<file path="config.mk">
export PLATFORM = sky130hd
export DESIGN_NAME = atr_clock
export DESIGN_NICKNAME = d
export VERILOG_FILES = /design/src/atr_pkg.sv /design/src/atr_clock.sv
export SDC_FILE = /design/constraint.sdc
export NUM_CORES = 1
export LEC_CHECK = 0
export BUFFER_PORTS_ARGS = -buffer_cell sky130_fd_sc_hd__buf_2
export CAP_MARGIN = 10
export CORE_MARGIN = 2
export CORE_UTILIZATION = 45
export CTS_CLUSTER_SIZE = 12
export DETAILED_ROUTE_END_ITERATION = 10
export GPL_TIMING_DRIVEN = 0
export PLACE_DENSITY_LB_ADDON = 0.1
export SLEW_MARGIN = 25
export SYNTH_ARGS = -nofsm -noshare
export SYNTH_HDL_FRONTEND = slang
export SYNTH_HIERARCHICAL = 1
export SYNTH_SLANG_ARGS = --single-unit
</file>
<file path="constraint.sdc">
create_clock -name sys_clk -period 16.2 [get_ports sys_clk]
set_input_delay 0.81 -clock sys_clk [delete_from_list [all_inputs] [get_ports sys_clk]]
set_output_delay 0.81 -clock sys_clk [all_outputs]
set_load 0.05 [all_outputs]
</file>
<file path="src/atr_pkg.sv">
// Shared constants and types for the ASCII time set and request block.
package atr_pkg;

  // ----------------------------------------------------------------
  // Clock and timing
  // ----------------------------------------------------------------
  localparam int CLK_PERIOD_NS = 10;
  localparam int TICK_NS       = 1000000;
  localparam int TICK_CYC_DEF  = TICK_NS / CLK_PERIOD_NS;
  localparam int TICK_W        = 17;

  // ----------------------------------------------------------------
  // Character codes
  // ----------------------------------------------------------------
  localparam logic [7:0] CH_A   = 8'h41;
  localparam logic [7:0] CH_Z   = 8'h5a;
  localparam logic [7:0] CH_0   = 8'h30;
  localparam logic [7:0] CH_9   = 8'h39;
  localparam logic [7:0] CH_8   = 8'h38;
  localparam logic [7:0] CH_EQ  = 8'h3d;
  localparam logic [7:0] CH_SL  = 8'h2f;
  localparam logic [7:0] CH_LF  = 8'h0a;
  localparam logic [7:0] CH_COL = 8'h3a;
  localparam logic [7:0] CH_SET = 8'h53;
  localparam logic [7:0] CH_REQ = 8'h52;

  // ----------------------------------------------------------------
  // Limits and counts
  // ----------------------------------------------------------------
  localparam logic [9:0] MS_MAX      = 10'h3e7;
  localparam logic [9:0] SET_COMP_MS = 10'h00a;
  localparam logic [6:0] SEC_MAX     = 7'h3b;
  localparam logic [6:0] HR_MAX      = 7'h17;
  localparam logic [6:0] MON_MAX     = 7'h0c;
  localparam logic [6:0] DAY_LONG    = 7'h1f;
  localparam logic [6:0] DAY_SHORT   = 7'h1e;
  localparam logic [6:0] DAY_FEB_SET = 7'h1d;
  localparam logic [6:0] DAY_FEB_RUN = 7'h1c;
  localparam logic [3:0] MAX_DIGITS  = 4'ha;
  localparam int         NGRP        = 5;
  localparam int         FIFO_DEPTH  = 8;

  // ----------------------------------------------------------------
  // Types
  // ----------------------------------------------------------------
  typedef struct packed {
    logic [6:0] mon;
    logic [6:0] day;
    logic [6:0] hr;
    logic [6:0] min;
    logic [6:0] sec;
    logic [9:0] ms;
  } atr_time_t;

  typedef enum logic {ST_LOAD, ST_RUN} atr_state_t;

endpackage
</file>
<file path="src/atr_clock.sv">
// ASCII time set and request block with its reply FIFO.
//
// Notes on behaviour
// - Act only on A-Z, digits, /, LF.
// - Delimiter is byte 10 or byte 47.
// - Hours kept 00 to 23, 24-hour day.
// - Set is S, digits, delimiter; order configurable.
// - Short set fills rightmost groups, keeps others.
// - Odd digit count raises error, no change; over ten digits errors but still loads.
// - Valid set adds 10 ms, loads time, chip.
// - Slow chip update never stalls time keeping.
// - Range check minutes, seconds, hours, months.
// - Day checked against month length.
// - Out of range group errors, time kept.
// - Day without month checks stored month.
// - Reply five two-digit groups colon separated.
// - Reply starts first group, ends with LF.
// - Request snapshots time, held until read.
// - New instruction drops remaining reply bytes.
// - Lost time replies 88:88:88:88 LF, error.
// - Advance ignores leap year; Feb 29 settable.
// - Time advanced on own 1 ms tick.
// - Reset loads time from backup chip.
`timescale 1ns/1ps

module atr_fifo #(
  parameter int WIDTH = 8,
  parameter int DEPTH = 8
) (
  // Clock and reset
  input  wire logic             sys_clk,
  input  wire logic             rst,
  // Fill side
  input  wire logic             in_valid,
  input  wire logic [WIDTH-1:0] in_data,
  output logic                  in_ready,
  // Drain side
  output logic                  out_valid,
  output logic      [WIDTH-1:0] out_data,
  input  wire logic             out_ready,
  // Discard all contents
  input  wire logic             flush
);
  localparam int AW = $clog2(DEPTH);

  logic [WIDTH-1:0] mem [DEPTH];
  logic [AW-1:0]    wp_q, wp_d, rp_q, rp_d;
  logic [AW:0]      cnt_q, cnt_d;
  logic             full_q, full_d, nemp_q, nemp_d;
  logic             push, pop;

  assign push      = in_valid && !full_q && !flush;
  assign pop       = nemp_q && out_ready && !flush;
  assign in_ready  = !full_q;
  assign out_valid = nemp_q;
  assign out_data  = mem[rp_q];

  always_comb begin
    wp_d  = push ? wp_q + 1'b1 : wp_q;
    rp_d  = pop ? rp_q + 1'b1 : rp_q;
    cnt_d = cnt_q + {{AW{1'b0}}, push} - {{AW{1'b0}}, pop};
    if (flush) begin
      wp_d  = '0;
      rp_d  = '0;
      cnt_d = '0;
    end
    full_d = (cnt_d == (AW+1)'(DEPTH));
    nemp_d = (cnt_d != '0);
  end

  always_ff @(posedge sys_clk or posedge rst) begin
    if (rst) begin
      wp_q   <= '0;
      rp_q   <= '0;
      cnt_q  <= '0;
      full_q <= 1'b0;
      nemp_q <= 1'b0;
    end else begin
      wp_q   <= wp_d;
      rp_q   <= rp_d;
      cnt_q  <= cnt_d;
      full_q <= full_d;
      nemp_q <= nemp_d;
    end
  end

  always_ff @(posedge sys_clk) begin
    if (push) begin
      mem[wp_q] <= in_data;
    end
  end
endmodule

module atr_clock import atr_pkg::*; #(
  parameter int TICK_CYC = TICK_CYC_DEF
) (
  // Clock and reset
  input  wire logic       sys_clk,
  input  wire logic       rst,
  // Host command bytes
  input  wire logic       rx_valid,
  input  wire logic [7:0] rx_data,
  output logic            rx_ready,
  // Host reply bytes
  output logic            tx_valid,
  output logic      [7:0] tx_data,
  input  wire logic       tx_ready,
  // Date order strap, high selects month first
  input  wire logic       date_us,
  // Error indication and its query clear
  output logic            err,
  input  wire logic       err_clr,
  // Backup clock chip controller
  output logic            chip_rd_req,
  input  wire logic       chip_rd_ack,
  input  wire atr_time_t  chip_rd_time,
  input  wire logic       chip_rd_ok,
  output logic            chip_wr_req,
  output atr_time_t       chip_wr_time,
  input  wire logic       chip_wr_ack
);

  // ----------------------------------------------------------------
  // Helper functions
  // ----------------------------------------------------------------
  function automatic logic [6:0] max_day(input logic [6:0] mon, input logic run);
    case (mon)
      7'h02:                      max_day = run ? DAY_FEB_RUN : DAY_FEB_SET;
      7'h04, 7'h06, 7'h09, 7'h0b: max_day = DAY_SHORT;
      default:                    max_day = DAY_LONG;
    endcase
  endfunction

  function automatic logic time_ok(input atr_time_t t);
    time_ok = (t.sec <= SEC_MAX) && (t.min <= SEC_MAX) && (t.hr <= HR_MAX)
           && (t.mon != 7'h00) && (t.mon <= MON_MAX)
           && (t.day != 7'h00) && (t.day <= max_day(t.mon, 1'b0));
  endfunction

  function automatic atr_time_t advance(input atr_time_t t);
    advance = t;
    if (t.ms != MS_MAX) begin
      advance.ms = t.ms + 10'h001;
    end else begin
      advance.ms = '0;
      if (t.sec != SEC_MAX) advance.sec = t.sec + 7'h01;
      else begin
        advance.sec = '0;
        if (t.min != SEC_MAX) advance.min = t.min + 7'h01;
        else begin
          advance.min = '0;
          if (t.hr != HR_MAX) advance.hr = t.hr + 7'h01;
          else begin
            advance.hr = '0;
            if (t.day < max_day(t.mon, 1'b1)) advance.day = t.day + 7'h01;
            else begin
              advance.day = 7'h01;
              advance.mon = (t.mon >= MON_MAX) ? 7'h01 : t.mon + 7'h01;
            end
          end
        end
      end
    end
  endfunction

  function automatic logic [7:0] group_char(input logic [6:0] v, input logic [1:0] pos);
    logic [6:0] tens;
    tens = v / 7'd10;
    case (pos)
      2'd0:    group_char = CH_0 + {1'b0, tens};
      2'd1:    group_char = CH_0 + {1'b0, v - 7'(tens * 7'd10)};
      default: group_char = CH_COL;
    endcase
  endfunction

  // ----------------------------------------------------------------
  // State
  // ----------------------------------------------------------------
  atr_state_t       st_q, st_d;
  atr_time_t        tm_q, tm_d, wr_q, wr_d;
  logic [TICK_W-1:0] tick_q, tick_d;
  logic             ord_s1_q, ord_s2_q, ord_q, ord_d;
  logic             lost_q, lost_d, err_q, err_d;
  logic             rd_req_q, rd_req_d, wr_req_q, wr_req_d, rxr_q, rxr_d;
  logic             set_q, set_d, hi_q, hi_d;
  logic [3:0]       hv_q, hv_d, dcnt_q, dcnt_d;
  logic [6:0]       grp_q [NGRP], grp_d [NGRP];
  logic [6:0]       snap_q [NGRP], snap_d [NGRP];
  logic             rp_q, rp_d, bad_q, bad_d;
  logic [2:0]       rg_q, rg_d;
  logic [1:0]       rpos_q, rpos_d;
  logic [7:0]       fb;
  logic             f_ready, flush;
  logic [6:0]       cur [NGRP], nv [NGRP];
  atr_time_t        nt;
  logic             take, is_dig, is_up, is_dl, last;

  assign take   = rx_valid && rxr_q;
  assign is_up  = (rx_data >= CH_A) && (rx_data <= CH_Z);
  assign is_dig = (rx_data >= CH_0) && (rx_data <= CH_9);
  assign is_dl  = (rx_data == CH_LF) || (rx_data == CH_SL);
  assign flush  = take && is_up;
  assign last   = bad_q ? (rg_q == 3'd3) : (rg_q == 3'd4);

  atr_fifo #(.WIDTH(8), .DEPTH(FIFO_DEPTH)) u_fifo (
    .sys_clk   (sys_clk),
    .rst       (rst),
    .in_valid  (rp_q),
    .in_data   (fb),
    .in_ready  (f_ready),
    .out_valid (tx_valid),
    .out_data  (tx_data),
    .out_ready (tx_ready),
    .flush     (flush)
  );

  // ----------------------------------------------------------------
  // Next state
  // ----------------------------------------------------------------
  always_comb begin
    st_d = st_q;  tm_d = tm_q;  wr_d = wr_q;  tick_d = tick_q;
    ord_d = ord_q;  lost_d = lost_q;  err_d = err_q;
    rd_req_d = rd_req_q;  wr_req_d = wr_req_q;  rxr_d = rxr_q;
    set_d = set_q;  hi_d = hi_q;  hv_d = hv_q;  dcnt_d = dcnt_q;
    rp_d = rp_q;  bad_d = bad_q;  rg_d = rg_q;  rpos_d = rpos_q;
    grp_d = grp_q;  snap_d = snap_q;
    cur[0] = tm_q.sec;  cur[1] = tm_q.min;  cur[2] = tm_q.hr;
    cur[3] = ord_q ? tm_q.day : tm_q.mon;
    cur[4] = ord_q ? tm_q.mon : tm_q.day;
    for (int i = 0; i < NGRP; i++) begin
      nv[i] = (4'(i) < dcnt_q[3:1]) ? grp_q[i] : cur[i];
    end
    nt = tm_q;
    nt.sec = nv[0];  nt.min = nv[1];  nt.hr = nv[2];
    nt.day = ord_q ? nv[3] : nv[4];
    nt.mon = ord_q ? nv[4] : nv[3];
    nt.ms  = SET_COMP_MS;
    fb = bad_q ? ((rpos_q == 2'd2) ? CH_COL : CH_8) : group_char(snap_q[rg_q], rpos_q);
    if (last && rpos_q == 2'd2) fb = CH_LF;
    if (err_clr) err_d = 1'b0;

    case (st_q)
      ST_LOAD: begin
        rd_req_d = 1'b1;
        if (rd_req_q && chip_rd_ack) begin
          rd_req_d = 1'b0;
          tm_d     = chip_rd_time;
          lost_d   = !(chip_rd_ok && time_ok(chip_rd_time));
          ord_d    = ord_s2_q;
          rxr_d    = 1'b1;
          st_d     = ST_RUN;
        end
      end
      ST_RUN: begin
        tick_d = tick_q + 1'b1;
        if (tick_q == TICK_W'(TICK_CYC - 1)) begin
          tick_d = '0;
          if (!lost_q) tm_d = advance(tm_q);
        end
        if (wr_req_q && chip_wr_ack) wr_req_d = 1'b0;
        if (rp_q && f_ready) begin
          rpos_d = (rpos_q == 2'd2) ? 2'd0 : rpos_q + 2'd1;
          if (rpos_q == 2'd2 && !last) rg_d = rg_q + 3'd1;
          if (last && rpos_q == 2'd2) rp_d = 1'b0;
        end
        if (take) begin
          if (is_up) begin
            rp_d  = 1'b0;
            set_d = (rx_data == CH_SET);
            hi_d  = 1'b0;
            dcnt_d = '0;
            if (rx_data == CH_REQ) begin
              for (int i = 0; i < NGRP; i++) snap_d[i] = cur[NGRP-1-i];
              rp_d   = 1'b1;
              rg_d   = '0;
              rpos_d = '0;
              bad_d  = lost_q || !time_ok(tm_q);
              if (lost_q || !time_ok(tm_q)) err_d = 1'b1;
            end
          end else if (set_q && is_dig) begin
            if (dcnt_q != MAX_DIGITS) dcnt_d = dcnt_q + 4'h1;
            else err_d = 1'b1;
            hi_d = !hi_q;
            hv_d = rx_data[3:0];
            if (hi_q) begin
              for (int i = NGRP - 1; i > 0; i--) grp_d[i] = grp_q[i-1];
              grp_d[0] = ({3'b000, hv_q} * 7'd10) + {3'b000, rx_data[3:0]};
            end
          end else if (set_q && is_dl) begin
            set_d = 1'b0;
            if (dcnt_q[0] || !time_ok(nt)) begin
              err_d = 1'b1;
            end else begin
              tm_d     = nt;
              tick_d   = '0;
              lost_d   = 1'b0;
              wr_d     = nt;
              wr_req_d = 1'b1;
            end
          end
        end
      end
      default: st_d = ST_LOAD;
    endcase
  end

  // ----------------------------------------------------------------
  // Registers
  // ----------------------------------------------------------------
  always_ff @(posedge sys_clk or posedge rst) begin
    if (rst) begin
      st_q <= ST_LOAD;  tm_q <= '0;  wr_q <= '0;  tick_q <= '0;
      ord_s1_q <= 1'b0;  ord_s2_q <= 1'b0;  ord_q <= 1'b0;
      lost_q <= 1'b1;  err_q <= 1'b0;  rd_req_q <= 1'b0;
      wr_req_q <= 1'b0;  rxr_q <= 1'b0;  set_q <= 1'b0;
      hi_q <= 1'b0;  hv_q <= '0;  dcnt_q <= '0;
      rp_q <= 1'b0;  bad_q <= 1'b0;  rg_q <= '0;  rpos_q <= '0;
      for (int i = 0; i < NGRP; i++) begin
        grp_q[i]  <= '0;
        snap_q[i] <= '0;
      end
    end else begin
      st_q <= st_d;  tm_q <= tm_d;  wr_q <= wr_d;  tick_q <= tick_d;
      ord_s1_q <= date_us;  ord_s2_q <= ord_s1_q;  ord_q <= ord_d;
      lost_q <= lost_d;  err_q <= err_d;  rd_req_q <= rd_req_d;
      wr_req_q <= wr_req_d;  rxr_q <= rxr_d;  set_q <= set_d;
      hi_q <= hi_d;  hv_q <= hv_d;  dcnt_q <= dcnt_d;
      rp_q <= rp_d;  bad_q <= bad_d;  rg_q <= rg_d;  rpos_q <= rpos_d;
      grp_q <= grp_d;
      snap_q <= snap_d;
    end
  end

  assign rx_ready     = rxr_q;
  assign err          = err_q;
  assign chip_rd_req  = rd_req_q;
  assign chip_wr_req  = wr_req_q;
  assign chip_wr_time = wr_q;

endmodule

</file>
# [After elaboration in Yosys (flattened, before gate mapping)]
# Memories as Yosys holds them, arrays and structs flattened.
# Cells that the tools add are included.
[word_totals] word_cells=325 mem_bits_rw=64 ff_bits=206 out_inout_bits=58 n_memories=1 input_bits=62
[mem_list] memory="u_fifo.mem" words=8 width=8 read_ports=1 rd_ports_with_merged_regs=0 wr=1 line_no="atr_clock.sv:46" source="logic [WIDTH-1:0] mem [DEPTH];"
[classes] n_eq_ne=37 add_sub_neg=18 multipliers=2 n_reduce_logical=68 mux=121 div=1 n_lt_le_gt_ge=27 n_bitwise=5
[ops] operator="45-bit two-way mux" n=8
[ops] operator="7-bit two-way mux" n=35
[ops] operator="17-bit two-way mux" n=6
[ops] operator="45-bit one-hot mux with 2 select lines" n=1
[ops] operator="7-bit by 3-bit equality test with 1-bit output, second input constant" n=6
[ops] operator="7-bit by 4-bit equality test with 1-bit output, second input constant" n=6
[ops] operator="7-bit by 6-bit <= comparator with 1-bit output, second input constant" n=6
[ops] operator="7-bit nonzero test" n=6
[ops] operator="1-bit two-way mux" n=38
[ops] operator="7-bit by 1-bit adder with 7-bit output, second input constant" n=5
[ops] operator="35-bit two-way mux" n=1
[ops] operator="1-bit logical AND" n=33
[ops] operator="28-bit two-way mux" n=1
[ops] operator="3-bit two-way mux" n=9
[ops] operator="7-bit binary-select mux with 3-bit select" n=1
[ops] operator="7-bit by 2-bit equality test with 1-bit output, second input constant" n=3
[ops] operator="7-bit by 4-bit <= comparator with 1-bit output, second input constant" n=3
[ops] operator="7-bit by 5-bit <= comparator with 1-bit output, second input constant" n=3
[ops] operator="7-bit <= comparator" n=3
[ops] operator="21-bit two-way mux" n=1
[ops] operator="17-bit by 1-bit adder with 17-bit output, second input constant" n=1
[ops] operator="17-bit equality test, second input constant" n=1
[ops] operator="6-bit by 7-bit adder with 8-bit output, first input constant" n=2
[ops] operator="8-bit by 7-bit equality test with 1-bit output, second input constant" n=2
[ops] operator="55 further kinds" n=98

# [Logic depth before layout (Yosys ltp)]
[logic_depth] ltp_word=24 mapped_depth=25 mapped_depth_nobuf=24

# [By module]
# Netlist, hierarchy kept.
[modules_own_cells] module="atr_clock" seq_area_each_um2=4855.9 cells_each=1262 n_inst=1 area_each_um2=11548.6
[modules_own_cells] module="atr_fifo" seq_area_each_um2=2222.1 cells_each=165 n_inst=1 area_each_um2=3161.8

# [Worst setup path before layout]
# Ideal clock, no wire load.
[synth_timing] kind="reg2reg" startpoint="reg rg_q[0]" endpoint="mem u_fifo.mem[0][7] (data pin)" period_less_slack_ps=6181 setup_slack_ps=10019 arrival_time_ps=5824 path_buffers=1 setup_time_ps=357 required_time_ps=15843 path_stages_with_launch=22 cell_sequence="dfrtp_1 > buf_2 > mux2_2 > a221oi_1 > inv_1 > nor2_1 > a21oi_1 > o311ai_0 > ha_1 > nand2_1 > maj3_1 > a211oi_1 > nor2_1 > ha_1 > ha_1 > fa_1 > inv_1 > ha_1 > a21oi_1 > xnor2_1 > nand2_1 > a2111oi_0"
[synth_between] elab_chain_cells=11 word_cells_on_any_way=16 classes_between="3 x add/sub; 1 x mul; 1 x div; 2 x eq/ne; 7 x mux; 1 x bitwise; 1 x reduce/logical"
[synth_rtl] item="from (decl)" line_no="atr_clock.sv:190" source="logic [2:0] rg_q, rg_d;"
[synth_rtl] item="from (signal assigned)" line_no="atr_clock.sv:317" source="rp_q <= 1'b0; bad_q <= 1'b0; rg_q <= '0; rpos_q <= '0;"
[synth_rtl] item="from (signal assigned)" line_no="atr_clock.sv:328" source="rp_q <= rp_d; bad_q <= bad_d; rg_q <= rg_d; rpos_q <= rpos_d;"
[synth_rtl] item="3-bit inverter with 4-bit output (not written as such)" line_no="atr_clock.sv:238" source="fb = bad_q ? ((rpos_q == 2'd2) ? CH_COL : CH_8) : group_char(snap_q[rg_q], rpos_q);"
[synth_rtl] item="7-bit binary-select mux with 3-bit select" line_no="atr_clock.sv:238"
[synth_rtl] item="7-bit two-way mux (not written as such) (2 in series)" line_no="atr_clock.sv:238"
[synth_rtl] item="7-bit by 4-bit divider with 7-bit output" line_no="atr_clock.sv:168" source="tens = v / 7'd10;"
[synth_rtl] item="7-bit by 3-bit multiplier with 6-bit output" line_no="atr_clock.sv:171" source="2'd1: group_char = CH_0 + {1'b0, v - 7'(tens * 7'd10)};"
[synth_rtl] item="7-bit subtractor" line_no="atr_clock.sv:171"
[synth_rtl] item="6-bit by 7-bit adder with 8-bit output" line_no="atr_clock.sv:171"
[synth_rtl] item="8-bit one-hot mux with 2 select lines" line_no="atr_clock.sv:169" source="case (pos)"
[synth_rtl] item="8-bit two-way mux" line_no="atr_clock.sv:238"
[synth_rtl] item="8-bit two-way mux *" line_no="atr_clock.sv:239" source="if (last && rpos_q == 2'd2) fb = CH_LF;"
[synth_rtl] item="named net fb[7]" line_no="atr_clock.sv:192" source="logic [7:0] fb;"
[synth_rtl] item="to (decl)" line_no="atr_clock.sv:46"
# The timed path passes the listed nets; every way through them passes the cells marked *. The select of a mux whose other input is x is not followed.

# [Worst setup path after layout]
[layout_timing] startpoint="reg rg_q[0]" endpoint="mem u_fifo.mem[6][7] (data pin)"
# Same word-level chain as after synthesis.

==> impl_table.tex <==
\begin{tabular}{lr}
\hline
Metric & Value \\
\hline
\multicolumn{2}{l}{\textbf{Route}} \\
\quad Detailed Routing Iterations Pass 1 & 6 \\
\quad DRC marker count from the first detailed-route iteration & between 1000 and 1500 \\
\quad Drt drc & 0 \\
\quad Antenna violation net count after detailed routing & 0 \\
\quad Total detailed-routing wirelength & 44.3 mm \\
\quad Drt wl/cell & 21.7 um \\
\quad Post-DR vias/cell & 5.86 \\
\quad Number of vias after detailed routing & 12000 \\
\multicolumn{2}{l}{\textbf{Timing}} \\
\quad Unrepaired setup endpoints after global routing & false \\
\quad Number of setup violations in the final report & 0 \\
\quad Setup WS post-layout & 9070 ps \\
\quad Hold slack & 231 ps \\
\quad Minimum clock period & 7130 ps \\
\quad Final-report hold violation count & 0 \\
\quad Accumulated negative setup slack & 0 ps \\
\quad Fraction of the cycle the final worst path needs & 44.0\% \\
\quad Least-Margin Pin Slew & 1090 ps \\
\quad Skew final & 11.6 ps \\
\quad Relative slew slack & 27.2\% \\
\quad Fmax & 140 MHz \\
\quad Final number of max-transition violations & 0 \\
\multicolumn{2}{l}{\textbf{Layout}} \\
\quad Register Area & around 7100 um2 \\
\quad Relative area change from synthesis to final layout & 15.2\% \\
\quad Area used by multi-input combinational logic & 7040 um2 \\
\quad Share of post-route cells with drive strength above 1 & between 10\% and 20\% \\
\quad Number of inserted diodes & 0 \\
\quad Number of nets in the final layout & 1688 \\
\quad Commonest non-fill, non-tap cells in the layout & sky130\_fd\_sc\_hd\_\_dfrtp\_1 (205), sky130\_fd\_sc\_hd\_\_nand2\_1 (177), sky130\_fd\_sc\_hd\_\_buf\_2 (127) \\
\quad Final std cells w/o fill & 2046 \\
\quad Cell area after layout & 16900 um2 \\
\quad Leading cell type in the layout, fill and taps excluded & sky130\_fd\_sc\_hd\_\_dfrtp\_1 \\
\quad Fillers & between 3000 and 4000 \\
\quad Fin util & a little over half \\
\multicolumn{2}{l}{\textbf{Place}} \\
\quad GPL Wtd Cong & about 0.94 \\
\quad DPL Wire Length & 32.5 mm \\
\quad Standard cell area after detailed placement & between 15000 and 20000 um2 \\
\quad I/O Buffers & 110 \\
\quad Worst setup slack before clock tree synthesis & 9250 ps \\
\quad Total instance count after detailed placement & 1988 \\
\multicolumn{2}{l}{\textbf{Setup path}} \\
\quad Arrival time reported for the critical path endpoint & about 7400 ps \\
\quad Crit Path Max Fanout & 8 \\
\quad Slowest stage cell, crit path & sky130\_fd\_sc\_hd\_\_a2111oi\_2 \\
\quad Most frequent cell on the critical path & sky130\_fd\_sc\_hd\_\_ha\_1 \\
\quad Worst path cell trace & buf\_2, mux2\_2, a221oi\_1, inv\_1, nor2\_1, a21oi\_1, o311ai\_0, ha\_1, nand2\_1, maj3\_1, a211oi\_1, nor2\_1, ha\_1, ha\_1, fa\_1, inv\_1, ha\_1, a21oi\_1, xnor2\_1, nand2\_1, a2111oi\_2 \\
\quad CP startpoint kind & flop \\
\quad Beginning of the critical path & rg\_q[0] \\
\quad Data required, critical path & roughly 16000 ps \\
\quad Slowest Stage Delay on Critical Path & 750 ps \\
\quad Category of the worst setup path capture point & flop \\
\quad Type of the setup path with the least slack & flop to flop \\
\quad Startpoint of the worst-slack reg-to-reg timing path & rg\_q[0] \\
\multicolumn{2}{l}{\textbf{Global route}} \\
\quad Number of global-route vias before repair & around 11000 \\
\quad Met3 track demand over resource & around 3.4\% \\
\quad GRT Residual Overflow & 0 \\
\quad Total global routing track utilization & 26.0\% \\
\quad Pin count of the biggest net entering global routing & 90 \\
\quad Routing usage on met1 & 36.6\% \\
\quad Wire length of the first global-routing pass & around 68 mm \\
\quad Busiest layer in global routing & met2 \\
\quad Global-route met2 utilization & 41.3\% \\
\quad Antenna violations before repair & 0 \\
\multicolumn{2}{l}{\textbf{Synth}} \\
\quad Fraction of the yosys area taken by sequential cells & 48.1\% \\
\quad Post-synth top area share & between 30\% and 40\% \\
\quad Leading cell types by total area after synthesis & sky130\_fd\_sc\_hd\_\_dfrtp\_1 (35\%), sky130\_fd\_sc\_hd\_\_edfxtp\_1 (13\%), sky130\_fd\_sc\_hd\_\_mux2\_2 (4.7\%) \\
\quad Synthesized area per cell & 10.3 um2 \\
\quad Gate count of the mapped netlist & 1427 \\
\quad Post-synthesis async set-or-reset flop share & 76.3\% \\
\quad FF+latch count, synth & 270 \\
\quad EDFF count, synth & 64 \\
\quad Number of warning messages in the yosys log & 6 \\
\quad Mapped Area & 14700 um2 \\
\quad Library cell occupying the most area in the post-synthesis netlist & sky130\_fd\_sc\_hd\_\_dfrtp\_1 \\
\quad Cell variety after synth & 90 \\
\quad Most used DFF post-synth & sky130\_fd\_sc\_hd\_\_dfrtp\_1 \\
\multicolumn{2}{l}{\textbf{Die}} \\
\quad Starting utilization of the core area & a little under half \\
\quad Site Rows & between 60 and 70 \\
\quad I/O Pins & 120 \\
\quad Chip width & around 180 um \\
\quad Core region area & 32400 um2 \\
\quad Die Height & 185 um \\
\quad Area enclosed by the die boundary & 34200 um2 \\
\multicolumn{2}{l}{\textbf{Run}} \\
\quad Max-Cap Viols & 0 \\
\multicolumn{2}{l}{\textbf{Power and ir drop}} \\
\quad Max rail drop VDD & 0.0000813 V \\
\quad Power per standard cell area & around 110 nW/um2 \\
\quad Sum of internal, switching and leakage power & approximately 1.9 mW \\
\quad Leakage power total & 7.58 nW \\
\multicolumn{2}{l}{\textbf{CTS}} \\
\quad Inserted Clock Buffers & 30 \\
\quad Clock buffer depth & 3 \\
\quad Clock latency on the worst-skew pair & 570 ps \\
\quad Number of buffers added for setup after CTS & 0 \\
\quad Depth of the CTS H-tree & 1 \\
\quad TritonCTS clock tree & built \\
\quad Quantity of hold-fixing buffers added after cts & 0 \\
\quad Clk sinks & 270 \\
\quad Clock Root Buffer & sky130\_fd\_sc\_hd\_\_clkbuf\_16 \\
\quad Clk pin slew, worst setup/hold paths & roughly 60 ps \\
\quad Post-CTS Resized & 0 \\
\multicolumn{2}{l}{\textbf{Min path}} \\
\quad Type of the worst min-delay path & input port to asynchronous set/reset pin \\
\multicolumn{2}{l}{\textbf{Outcome}} \\
\quad Run status & finished, final reports clean \\
\hline
\end{tabular}
==> cells by family after synthesis <==
kind of cell / Yosys count / synth area share, %
other cells: 1 / 0.0255
simple gates: 488 / 16.4
flops: 270 / 48.1
xor+xnor: 24 / 1.43
compound gates: 348 / 15.8
buf+inv: 143 / 4.40
fa+ha+maj: 47 / 4.24
mux: 106 / 9.50
==> flip-flops by register name, summed over array words and instances (netlist names), 2 cells and up <==
| name | cells |
|---|---|
| chip_wr_time | 36 |
| cur | 21 |
| dcnt_q | 4 |
| grp_q | 35 |
| hv_q | 4 |
| rg_q | 3 |
| rpos_q | 2 |
| snap_q | 35 |
| tick_q | 17 |
| tm_q | 24 |
| u_fifo/cnt_q | 4 |
| u_fifo/mem | 64 |
| u_fifo/rp_q | 3 |
| u_fifo/wp_q | 3 |
==> where the power goes <==
part	internal, mW	switching (mW)
combinational	0.164	0.247
sequential	0.750	0.0694
clock	0.420	0.280
total	1.33	0.596
==> synthesized netlist by cell type, types with 8 or more instances <==
master	n
sky130_fd_sc_hd__xnor2_1	12
sky130_fd_sc_hd__buf_4	10
sky130_fd_sc_hd__nor3_1	32
sky130_fd_sc_hd__a31oi_1	18
sky130_fd_sc_hd__a21oi_1	51
sky130_fd_sc_hd__mux2i_1	29
sky130_fd_sc_hd__nand2b_1	9
sky130_fd_sc_hd__mux4_1	16
sky130_fd_sc_hd__nor3b_1	9
sky130_fd_sc_hd__o21ai_0	101
sky130_fd_sc_hd__ha_1	41
sky130_fd_sc_hd__a21o_1	16
sky130_fd_sc_hd__nor4_1	9
sky130_fd_sc_hd__edfxtp_1	64
sky130_fd_sc_hd__o211ai_1	10
sky130_fd_sc_hd__nand3_1	33
sky130_fd_sc_hd__nand2_1	177
sky130_fd_sc_hd__mux2_2	61
sky130_fd_sc_hd__buf_2	17
sky130_fd_sc_hd__o31ai_1	12
sky130_fd_sc_hd__and3_1	19
sky130_fd_sc_hd__inv_1	57
sky130_fd_sc_hd__a22oi_1	23
sky130_fd_sc_hd__dfrtp_1	205
sky130_fd_sc_hd__nor2_1	94
sky130_fd_sc_hd__nand4_1	21
sky130_fd_sc_hd__xor2_1	12
sky130_fd_sc_hd__and2_1	18
sky130_fd_sc_hd__o22ai_1	12
sky130_fd_sc_hd__a22o_1	21
sky130_fd_sc_hd__a221oi_1	8
sky130_fd_sc_hd__or3_1	9
sky130_fd_sc_hd__clkbuf_1	51
sky130_fd_sc_hd__nor2b_1	13
==> critical path, delay by kind of cell (launching register included) <==
| kind | cells | cell delay (ps) |
|---|---|---|
| flops | 1 | 350 |
| buf+inv | 3 | 570 |
| compound gates | 6 | 2740 |
| xor+xnor | 1 | 200 |
| mux | 1 | 390 |
| simple gates | 4 | 780 |
| fa+ha+maj | 6 | 1780 |
==> cell type report <==
class / instances / area share, %
buffer: 85 / 2.53
inverter: 58 / 1.33
multi-input combinational: 1021 / 41.5
tap: 442 / 3.26
timing repair buffer: 114 / 3.63
sequential: 270 / 41.8
clock buffer: 45 / 4.94
clock inverter: 11 / 1.02
==> worst paths after layout <==
kind	end	slack [ps]	depth (start not counted)
max in group asynchronous	hv_q[0]	15180	3
min in group sys_clk	ord_s2_q	340	0
hold / removal	rp_q	230	2
setup / recovery	u_fifo/mem[6][7]	9070	21
hold reg to reg	ord_s2_q	340	0
setup reg to reg	u_fifo/mem[6][7]	9070	21
==> per-layer routing <==
metal	share of wire, %	vias up	wire (um)
li1	-	5576	-
met1	45	5910	19900
met2	46	439	20200
met3	6.2	63	2740
met4	3.3	0	1460
met5	0	-	0
Power figures use the tool's default switching activity.
